## src/hdl/its_pkg.sv

```systemverilog
// Constants and operation codes for the instruction tail execution unit.
`default_nettype none
package its_pkg;
    localparam int DATA_WIDTH = 8;
    localparam int PROG_WIDTH = 16;
    localparam int PAGE_WIDTH = 8;
    localparam int BIT_SEL_WIDTH = 3;
    localparam int NIBBLE_WIDTH = 4;
    localparam logic [7:0] WORKING_RESET = 8'h00;
    localparam logic [7:0] TABLE_HIGH_RESET = 8'h00;
    localparam logic [7:0] ZERO_BYTE = 8'h00;
    localparam logic [7:0] FINAL_PAGE = 8'hFF;
    localparam logic ZERO_FLAG_RESET = 1'b0;

    typedef enum logic [3:0] {
        ITS_OP_NONE,
        ITS_OP_NIBBLE_EXCHANGE,
        ITS_OP_NIBBLE_EXCHANGE_TO_WORKING,
        ITS_OP_SKIP_IF_ZERO,
        ITS_OP_COPY_THEN_SKIP_ON_ZERO,
        ITS_OP_SKIP_IF_BIT_ZERO,
        ITS_OP_READ_TABLE_GIVEN_PAGE,
        ITS_OP_READ_TABLE_CURRENT_PAGE,
        ITS_OP_READ_TABLE_FINAL_PAGE,
        ITS_OP_EXCLUSIVE_OR_TO_WORKING,
        ITS_OP_EXCLUSIVE_OR_INTO_MEMORY,
        ITS_OP_EXCLUSIVE_OR_IMMEDIATE
    } its_op_type;

    typedef enum {
        ITS_ST_IDLE,
        ITS_ST_TABLE_FETCH,
        ITS_ST_SKIP_SLOT
    } its_state_type;
endpackage : its_pkg
`default_nettype wire

```

## src/hdl/its_exec.sv

```systemverilog
// Execution unit for nibble exchange, zero-test skips, table reads and exclusive-OR.
`default_nettype none
module its_exec
    import its_pkg::*;
(
    input  wire logic                        ref_clk,
    input  wire logic                        reset_n,
    input  wire logic                        issue_valid,
    input  wire its_pkg::its_op_type         issue_op,
    input  wire logic [its_pkg::BIT_SEL_WIDTH-1:0] bit_select,
    input  wire logic [its_pkg::DATA_WIDTH-1:0]    literal,
    input  wire logic [its_pkg::DATA_WIDTH-1:0]    mem_read_data,
    input  wire logic [its_pkg::PAGE_WIDTH-1:0]    table_pointer_low,
    input  wire logic [its_pkg::PAGE_WIDTH-1:0]    table_pointer_high,
    input  wire logic [its_pkg::PAGE_WIDTH-1:0]    current_page,
    input  wire logic [its_pkg::PROG_WIDTH-1:0]    prog_read_data,
    output logic                             issue_ready,
    output logic                             mem_write_en,
    output logic [its_pkg::DATA_WIDTH-1:0]   mem_write_data,
    output logic [its_pkg::PROG_WIDTH-1:0]   prog_addr,
    output logic                             prog_read_en,
    output logic [its_pkg::DATA_WIDTH-1:0]   working_register,
    output logic [its_pkg::DATA_WIDTH-1:0]   table_high_latch,
    output logic                             zero_flag,
    output logic                             skip_slot
);
    import its_pkg::*;

    // ==================================================================
    // Operand decode
    // ==================================================================
    its_state_type state;
    its_state_type next_state;
    wire                   accept      = issue_valid && issue_ready;
    wire [DATA_WIDTH-1:0]  swapped     = {mem_read_data[NIBBLE_WIDTH-1:0],
                                          mem_read_data[DATA_WIDTH-1:NIBBLE_WIDTH]};
    wire [DATA_WIDTH-1:0]  xor_mem     = working_register ^ mem_read_data;
    wire [DATA_WIDTH-1:0]  xor_imm     = working_register ^ literal;
    wire                   byte_zero   = (mem_read_data == ZERO_BYTE);
    wire                   bit_zero    = ~mem_read_data[bit_select];
    wire                   op_table    = (issue_op == ITS_OP_READ_TABLE_GIVEN_PAGE)
                                      || (issue_op == ITS_OP_READ_TABLE_CURRENT_PAGE)
                                      || (issue_op == ITS_OP_READ_TABLE_FINAL_PAGE);
    // A skip is taken only when the tested value is zero.
    wire                   skip_taken  = accept && (
                               ((issue_op == ITS_OP_SKIP_IF_ZERO) && byte_zero)
                            || ((issue_op == ITS_OP_COPY_THEN_SKIP_ON_ZERO) && byte_zero)
                            || ((issue_op == ITS_OP_SKIP_IF_BIT_ZERO) && bit_zero));
    wire [PAGE_WIDTH-1:0]  table_page  =
        (issue_op == ITS_OP_READ_TABLE_GIVEN_PAGE)   ? table_pointer_high :
        (issue_op == ITS_OP_READ_TABLE_CURRENT_PAGE) ? current_page :
                                                       FINAL_PAGE;

    // ==================================================================
    // Sequencing
    // ==================================================================
    // The discarded slot refuses issue, so nothing can act during it.
    // A taken skip and a table read each cost one extra cycle in which nothing is taken.
    assign issue_ready = (state == ITS_ST_IDLE);
    assign skip_slot   = (state == ITS_ST_SKIP_SLOT);

    always_comb begin
        next_state = state;
        case (state)
            ITS_ST_IDLE: begin
                if (skip_taken) begin
                    next_state = ITS_ST_SKIP_SLOT;
                end else if (accept && op_table) begin
                    next_state = ITS_ST_TABLE_FETCH;
                end
            end
            ITS_ST_TABLE_FETCH: next_state = ITS_ST_IDLE;
            ITS_ST_SKIP_SLOT:   next_state = ITS_ST_IDLE;
            default:            next_state = ITS_ST_IDLE;
        endcase
    end

    always_ff @(posedge ref_clk or negedge reset_n) begin
        if (!reset_n) begin
            state <= ITS_ST_IDLE;
        end else begin
            state <= next_state;
        end
    end

    // ==================================================================
    // Table fetch: address is issued when accepted, word returns next cycle.
    // ==================================================================
    // The program word must stand on its bus while the strobe is high; it is taken
    // at the edge that leaves the fetch state.
    always_ff @(posedge ref_clk or negedge reset_n) begin
        if (!reset_n) begin
            prog_addr    <= '0;
            prog_read_en <= 1'b0;
        end else begin
            prog_read_en <= accept && op_table;
            if (accept && op_table) begin
                prog_addr <= {table_page, table_pointer_low};
            end
        end
    end

    // ==================================================================
    // Result write-back
    // ==================================================================
    // The fetch state comes first: nothing can be accepted while it lasts, so the
    // two branches never compete for the same registers.
    always_ff @(posedge ref_clk or negedge reset_n) begin
        if (!reset_n) begin
            working_register <= WORKING_RESET;
            table_high_latch <= TABLE_HIGH_RESET;
            zero_flag        <= ZERO_FLAG_RESET;
            mem_write_en     <= 1'b0;
            mem_write_data   <= ZERO_BYTE;
        end else begin
            mem_write_en <= 1'b0;
            if (state == ITS_ST_TABLE_FETCH) begin
                mem_write_en     <= 1'b1;
                mem_write_data   <= prog_read_data[DATA_WIDTH-1:0];
                table_high_latch <= prog_read_data[PROG_WIDTH-1:DATA_WIDTH];
            end else if (accept) begin
                case (issue_op)
                    ITS_OP_NIBBLE_EXCHANGE: begin
                        mem_write_en   <= 1'b1;
                        mem_write_data <= swapped;
                    end
                    ITS_OP_NIBBLE_EXCHANGE_TO_WORKING: working_register <= swapped;
                    ITS_OP_COPY_THEN_SKIP_ON_ZERO: working_register <= mem_read_data;
                    ITS_OP_EXCLUSIVE_OR_TO_WORKING: begin
                        working_register <= xor_mem;
                        zero_flag        <= (xor_mem == ZERO_BYTE);
                    end
                    ITS_OP_EXCLUSIVE_OR_INTO_MEMORY: begin
                        mem_write_en   <= 1'b1;
                        mem_write_data <= xor_mem;
                        zero_flag      <= (xor_mem == ZERO_BYTE);
                    end
                    ITS_OP_EXCLUSIVE_OR_IMMEDIATE: begin
                        working_register <= xor_imm;
                        zero_flag        <= (xor_imm == ZERO_BYTE);
                    end
                    default: begin
                    end
                endcase
            end
        end
    end
endmodule : its_exec
`default_nettype wire

```

## config.mk

```make
export PLATFORM = sky130hd
export DESIGN_NAME = its_exec
export DESIGN_NICKNAME = d
export VERILOG_FILES = /design/src/hdl/its_pkg.sv /design/src/hdl/its_exec.sv
export SDC_FILE = /design/constraint.sdc
export NUM_CORES = 1
export LEC_CHECK = 0
export ABC_AREA = 1
export BUFFER_PORTS_ARGS = -buffer_cell sky130_fd_sc_hd__buf_2
export CORE_ASPECT_RATIO = 0.6
export CORE_MARGIN = 2
export CORE_UTILIZATION = 44
export CTS_CLUSTER_SIZE = 30
export DETAILED_ROUTE_END_ITERATION = 8
export GPL_TIMING_DRIVEN = 0
export PLACE_DENSITY = 0.74
export SYNTH_ARGS = -nofsm -noshare
export SYNTH_HDL_FRONTEND = slang
export SYNTH_SLANG_ARGS = --single-unit
```

## constraint.sdc

```tcl
create_clock -name ref_clk -period 1.2 [get_ports ref_clk]
set_input_delay 0.12 -clock ref_clk [delete_from_list [all_inputs] [get_ports ref_clk]]
set_output_delay 0.12 -clock ref_clk [all_outputs]
set_load 0.1 [all_outputs]
```

==> out/metrics.csv, run 1 <==
stage,metric,value,unit
critical_path,critical path required time,1430,ps
synth,top-area cell type share of the netlist area,0.418,
sta,setup violators final,37,
detailed_routing,initial DRC count,221,
synth,sequential share of the synthesized area,0.418,
critical_path,Most common cell on crit path,nand2_1,
global_routing,total grt overflow,0,
sta,hold slack,-8.68,ps
cts,root buf cell,clkbuf_8,
die,IO Pins,111,
detailed_routing,router iterations before antenna repair,7,
layout,Filler Cells Inserted,579,
synth,ranking of synthesized cells by area,"dfrtp_1 (42%), nand2_1 (25%), nand3_1 (6.9%)",
sta,final setup margin,-124,ps
status,status,"complete, but fails checks",
critical_path,buffers and inverters on the worst path,2,
flow_run,Max Cap Violations,0,
die,Core ar.,0.00603,mm^2
cts,Hold Buf Count CTS,0,
layout,Final nets,600,
cts,clock transition at the registers of the reported paths,80,ps
sta,unrepaired setup endpoints after global routing,true,
synth,top_reg_cell synth,dfrtp_1,
critical_path,"Cell Chain, Critical Path",nor2_4 > nand2_4 > a21oi_4 > buf_6 > buf_12 > nand2_1 > nand2_1,
layout,register area,0.00114,mm^2
critical_path,Startpoint Class,register,
synth,synthesized area,0.00270,mm^2
sta,Worst slew margin,0.332,
synth,xor/xnor cell area share of the yosys netlist,0.0162,
detailed_routing,final wirelength,7.77,mm
synth,Post-Syn Nets,466,
layout,share of cells above drive strength 1,0.346,
die,die area,0.00679,mm^2
placed_design,Final HPWL DP,5.71,mm
global_routing,vias in the first global route,2651,
synth,Synth top cells by count,"nand2_1 (179), dfrtp_1 (45), inv_1 (43)",
sta,Final Critical Period,1320,ps
synth,warnings from Yosys,0,
synth,Synth Area in Simple Gates,0.414,
power,Tot Pwr,0.00752,W
critical_path,Worst path max stage delay,440,ps
layout,Util after Layout,0.638,
status,failing checks,"hold timing, setup timing",
cts,Clock Latency Late Sink,290,ps
sta,Fin. Hold Viols,5,
synth,compound-gate portion of the synthesized area,0.0733,
min_path,HP Class,in2async,
synth,cell taking the most area after synthesis,dfrtp_1,
global_routing,antenna violations before repair,0,
critical_path,Worst setup EP type,register,
synth,syn avg cell area,6.74,um^2
synth,mux contribution to synthesized area,0,
cts,clk buf depth,2,
global_routing,largest net degree at the start of global routing,46,
detailed_routing,vias per cell,4.86,
critical_path,critical path's slowest cell,dfrtp_2,
layout,Area Growth Syn to Fin,42.6,%
synth,#FFs+latches synth,45,
placed_design,GPL Wtd Cong,0.866,
critical_path,Reg2Reg Setup Slack,-120,ps
layout,Multi-input gate area,0.00143,mm^2
synth,cell with the most instances after synthesis,nand2_1,
cts,CTS buffer count,5,
sta,Fin Clk Skew,2.30,ps
global_routing,global-route wire length before repair,12.4,mm
cts,CTS tree,built,
critical_path,"Arr. time, crit path",1550,ps
synth,Post-Synthesis Cells,400,
cts,CTS Sinks,45,
sta,max-slew violations,0,
detailed_routing,wire length per cell,12.6,um
global_routing,GR Util All Layers,0.228,
placed_design,Port Buffers,110,
synth,largest family of logic cells by synthesized area,simple AND/OR/NAND/NOR gates,
detailed_routing,Routed Antenna Nets,0,
synth,number of flops mapped to enable cells by yosys,0,
detailed_routing,vias,3009,
die,Die Width,105,um
critical_path,Crit path max-delay family,flip-flops,
sta,slew of the pin with the lowest slew margin,1000,ps
synth,Synth Area in Adders,0,
critical_path,kind of critical path,reg2reg,
power,static leakage,2.12,nW
sta,fin crit share,1.10,
die,Initial Utilization,0.447,
layout,Antenna Cells,0,
sta,fmax,755,MHz
power,power per cell area,1960,mW/mm^2
critical_path,CP max FO,9,
die,Rows,22,
cts,htree depth,2,
die,chip height,64.6,um
power,Worst VDD drop,1.06,mV
synth,ys async rst share,1.00,
detailed_routing,residual DRC count,0,
synth,Netlist cell types,25,
cells by family after synthesis:
group                     count (synthesis)
xor gates and xnor gates                  5
AOI/OAI and AO/OA                        29
DFF                                      45
and+or+nand+nor                         269
buffers and inverters                    52
through the flow:
stage	std cells	TNS, ps	setup slack, ps	hold slack (ps)	area, um^2
6_report	619	-2600	-124	-8.68	3850
5_1_grt	619	-5950	-211	22.5	3850
4_1_cts	610	-1710	-116	16.8	3710
3_5_place_dp	594	-8620	-337	327	3380
3_3_place_gp	594	-8030	-278	317	3380
2_1_floorplan	400	-15820	-514	-176	2720
layer usage:
metal / GRT usage / routed length, um / vias up
met5: 0 / 0 / -
met4: 0.0317 / 21 / 0
met3: 0.0513 / 667 / 2
met2: 0.356 / 3390 / 129
met1: 0.332 / 3690 / 1362
li1: - / - / 1516
layout by cell type, fill, tap and decap left out, drive strengths merged:
master,instances
clkinv,1
o211ai,8
or2,8
inv,44
dfrtp,45
buf,122
nor3,1
nand3,37
a21oi,3
a31oi,8
o21ai,10
clkbuf,17
nand4,2
nor2,37
bufinv,1
xor2,5
nand2,185
clkinvlp,1
final timing paths:
kind / cells after the start / endpoint / from
hold / removal: 1 / working_register[5] / reset_n
setup / recovery: 7 / prog_addr[0] / state[0]
setup reg to reg: 7 / prog_addr[0] / state[0]
min in group ref_clk: 3 / table_high_latch[5] / prog_read_data[13]
hold reg to reg: 2 / prog_addr[2] / prog_addr[2]
max in group asynchronous: 1 / working_register[2] / reset_n
sequential cells by signal, indices dropped and copies added (netlist names):
signal	count
table_high_latch	8
zero_flag	1
mem_write_data	8
mem_write_en	1
state	2
prog_read_en	1
prog_addr	16
working_register	8
area by class of cell:
class | count | area share
multi-input cells | 304 | 0.371
inverters | 45 | 0.0452
repair buffers | 126 | 0.215
flip-flops and latches | 45 | 0.296
plain buffers | 7 | 0.0143
well taps | 84 | 0.0273
clock buffers | 6 | 0.0215
clock inverters | 2 | 0.00976
where the power goes:
part	switching [W]	internal, W	total (W)
Sequential	0.000255	0.00187	0.00212
Combinational	0.00333	0.000891	0.00422
Clock	0.000508	0.000677	0.00119
timing repair:
item / in CTS / in global routing
gates resized for setup: 54 / 23
buffers inserted: 7 / 9
pin swaps: 3 / 10
setup endpoints to repair: 75 / 55
endpoints found under the hold margin: 0 / 0
gates cloned: 1 / 0
Note: power is estimated with default switching activity, not from simulation.
==> inputs of run 2 (changes only) <==
--- a/config.mk
+++ b/config.mk
@@ -13,6 +13,7 @@
 export CTS_CLUSTER_SIZE = 30
 export DETAILED_ROUTE_END_ITERATION = 8
 export GPL_TIMING_DRIVEN = 0
+export MAX_ROUTING_LAYER = met4
 export PLACE_DENSITY = 0.74
 export SYNTH_ARGS = -nofsm -noshare
 export SYNTH_HDL_FRONTEND = slang
==> constraint.sdc (replaced) <==
create_clock -name ref_clk -period 1.2 [get_ports ref_clk]
set_input_delay 0.24 -clock ref_clk [delete_from_list [all_inputs] [get_ports ref_clk]]
set_output_delay 0.24 -clock ref_clk [all_outputs]
set_load 0.1 [all_outputs]
==> out/metrics.csv, run 2 (synthesized netlist as in run 1, its figures left out) <==
stage,metric,value,unit,change
status,status,"complete, but fails checks",,
status,failing checks,setup timing,,
power,Tot Pwr,0.00806,W,+7.1%
global_routing,vias in the first global route,2710,,+2.2%
detailed_routing,Routed Antenna Nets,0,,unchanged
cts,CTS tree,built,,
power,sw power,0.00427,W,+4.5%
global_routing,global-route wire length before repair,12.6,mm,+1.7%
cts,htree depth,2,,unchanged
placed_design,Port Buffers,110,,unchanged
cts,clk buf depth,2,,unchanged
critical_path,critical path required time,960,ps,-470 ps
global_routing,antenna violations before repair,0,,unchanged
power,internal power,0.00378,W,+10%
layout,Largest register FFs,16,,unchanged
sta,fin crit share,1.21,,+0.108
sta,slew of the pin with the lowest slew margin,1030,ps,+25.4 ps
critical_path,Worst setup EP type,primary output,,
placed_design,GPL Wtd Cong,0.880,,+1.6%
critical_path,Startpoint Class,register,,
cts,Clock Latency Late Sink,290,ps,about the same
power,Comb pwr share,0.574,,+0.013
detailed_routing,final wirelength,8.55,mm,+10%
critical_path,CP max FO,3,,-6
global_routing,GR Util All Layers,0.238,,+0.0106
layout,cell area after layout,0.00428,mm^2,+11%
global_routing,total grt overflow,0,,unchanged
detailed_routing,initial DRC count,265,,+20%
flow_run,Max Cap Violations,0,,unchanged
die,chip height,64.6,um,unchanged
detailed_routing,residual DRC count,0,,unchanged
layout,Util after Layout,0.710,,+0.0716
detailed_routing,wire length per cell,13.7,um,+9.2%
layout,share of cells above drive strength 1,0.394,,+0.0487
placed_design,placed cell areas,0.00338,mm^2,unchanged
cts,clock transition at the registers of the reported paths,90,ps,about the same
layout,Reg with most FFs,prog_addr,,
die,Core ar.,0.00603,mm^2,unchanged
sta,unrepaired setup endpoints after global routing,true,,
die,IO Pins,111,,unchanged
power,power per cell area,1880,mW/mm^2,-3.7%
power,sequential power share,0.275,,-0.007
detailed_routing,vias,3136,,+4.2%
sta,final setup margin,-254,ps,-129 ps
detailed_routing,vias per cell,5.03,,+3.4%
critical_path,kind of critical path,reg2out,,
layout,Final nets,605,,+0.83%
global_routing,largest net degree at the start of global routing,46,,unchanged
die,Initial Utilization,0.447,,unchanged
sta,Worst slew margin,0.315,,-0.0169
cts,CTS buffer count,5,,unchanged
sta,Fin. Hold Viols,0,,-5
min_path,HP Class,in2async,,
die,Rows,22,,unchanged
layout,Area Growth Syn to Fin,58.7,%,
power,switching share of power,0.530,,-0.0131
sta,Fin Clk Skew,4.05,ps,+1.75 ps
power,Clock Power Share,0.151,,-0.007
power,Worst VDD drop,1.16,mV,+9.3%
placed_design,Place WS,-369,ps,-32.3 ps
placed_design,Final HPWL DP,5.71,mm,unchanged
cts,root buf cell,clkbuf_8,,
power,static leakage,2.28,nW,+7.1%
detailed_routing,router iterations before antenna repair,5,,-2
layout,"most common cell after layout, fill and taps aside",nand2_1,,
critical_path,"Arr. time, crit path",1210,ps,-340 ps
sta,setup violators final,39,,+5.4%
sta,Final Critical Period,1450,ps,+129 ps
cts,CTS Sinks,45,,unchanged
die,die area,0.00679,mm^2,unchanged
layout,"commonest non-fill, non-tap cells in the layout","nand2_1 (161), buf_2 (66), inv_1 (40), buf_6 (40), dfrtp_1 (36)",,
die,Die Width,105,um,unchanged
sta,max-slew violations,0,,unchanged
layout,Antenna Cells,0,,unchanged
sta,total negative setup slack,-5810,ps,-3220 ps
sta,fmax,688,MHz,-8.9%
==> run 2: cell types whose count changed in the layout (fill, tap and decap cells not counted), moves of 3 or more <==
cell / delta
buf_6: +35
buf_4: -30
nand2_1: -15
nand2_2: +10
clkbuf_4: -9
buf_12: +6
nand2_4: +5
o21ai_2: +5
o21ai_0: -4
buf_2: -3
buf_8: +3
nor2_1: -3
==> run 2: power by group through the flow <==
stage	combinational [W]	sequential, W	clock (W)
2_1_floorplan	0.000712	0.00459	0
3_3_place_gp	0.00389	0.00211	0
3_5_place_dp	0.00392	0.00212	0
4_1_cts	0.00426	0.00214	0.00122
5_1_grt	0.00483	0.00226	0.00129
6_report	0.00462	0.00222	0.00122
==> run 2: through the flow <==
step                cells  hold slack (ps)
floorplan             400            -55.6
global placement      594              437
detailed placement    594              447
CTS                   612              137
global route          624              135
finish                624              112
==> run 2: path summary, 6_finish.rpt <==
check | from | to | slack [ps] | cells after the start
setup / recovery | state[0] | issue_ready | -250 | 3
hold / removal | reset_n | working_register[5] | 110 | 1
setup reg to reg | state[0] | prog_addr[4] | -220 | 7
hold reg to reg | prog_addr[4] | prog_addr[4] | 490 | 2
max in group asynchronous | reset_n | working_register[2] | 380 | 1
min in group ref_clk | prog_read_data[13] | table_high_latch[5] | 140 | 3
==> run 2: timing repair <==
item,in CTS,in global routing
gates cloned,1,3
setup endpoints to repair,87,78
buffers inserted,9,10
resized for setup,86,92
hold buffers,0,0
pin swaps,5,16
==> run 2: final cells by class <==
class	instances	area, um^2
clock inverters	2	37.5
flip-flops and latches	45	1140
inverters	45	194
well taps	84	105
plain buffers	7	57.6
fillers	499	1750
repair buffers	129	1100
multi-input cells	306	1560
clock buffers	6	82.6
==> run 2: per-layer routing <==
metal  GRT usage  vias to the layer above  part of all wire
li1            -                     1529                 -
met2       0.374                      132              0.46
met3      0.0483                        8             0.083
met1       0.331                     1467              0.45
met4      0.0317                        0            0.0084
met5           -                        -                 0
==> run 2: critical path: stages, from the launching register on <==
cell     delay (ps)
dfrtp_2         460
nor2_4          170
buf_6           130
buf_12          160
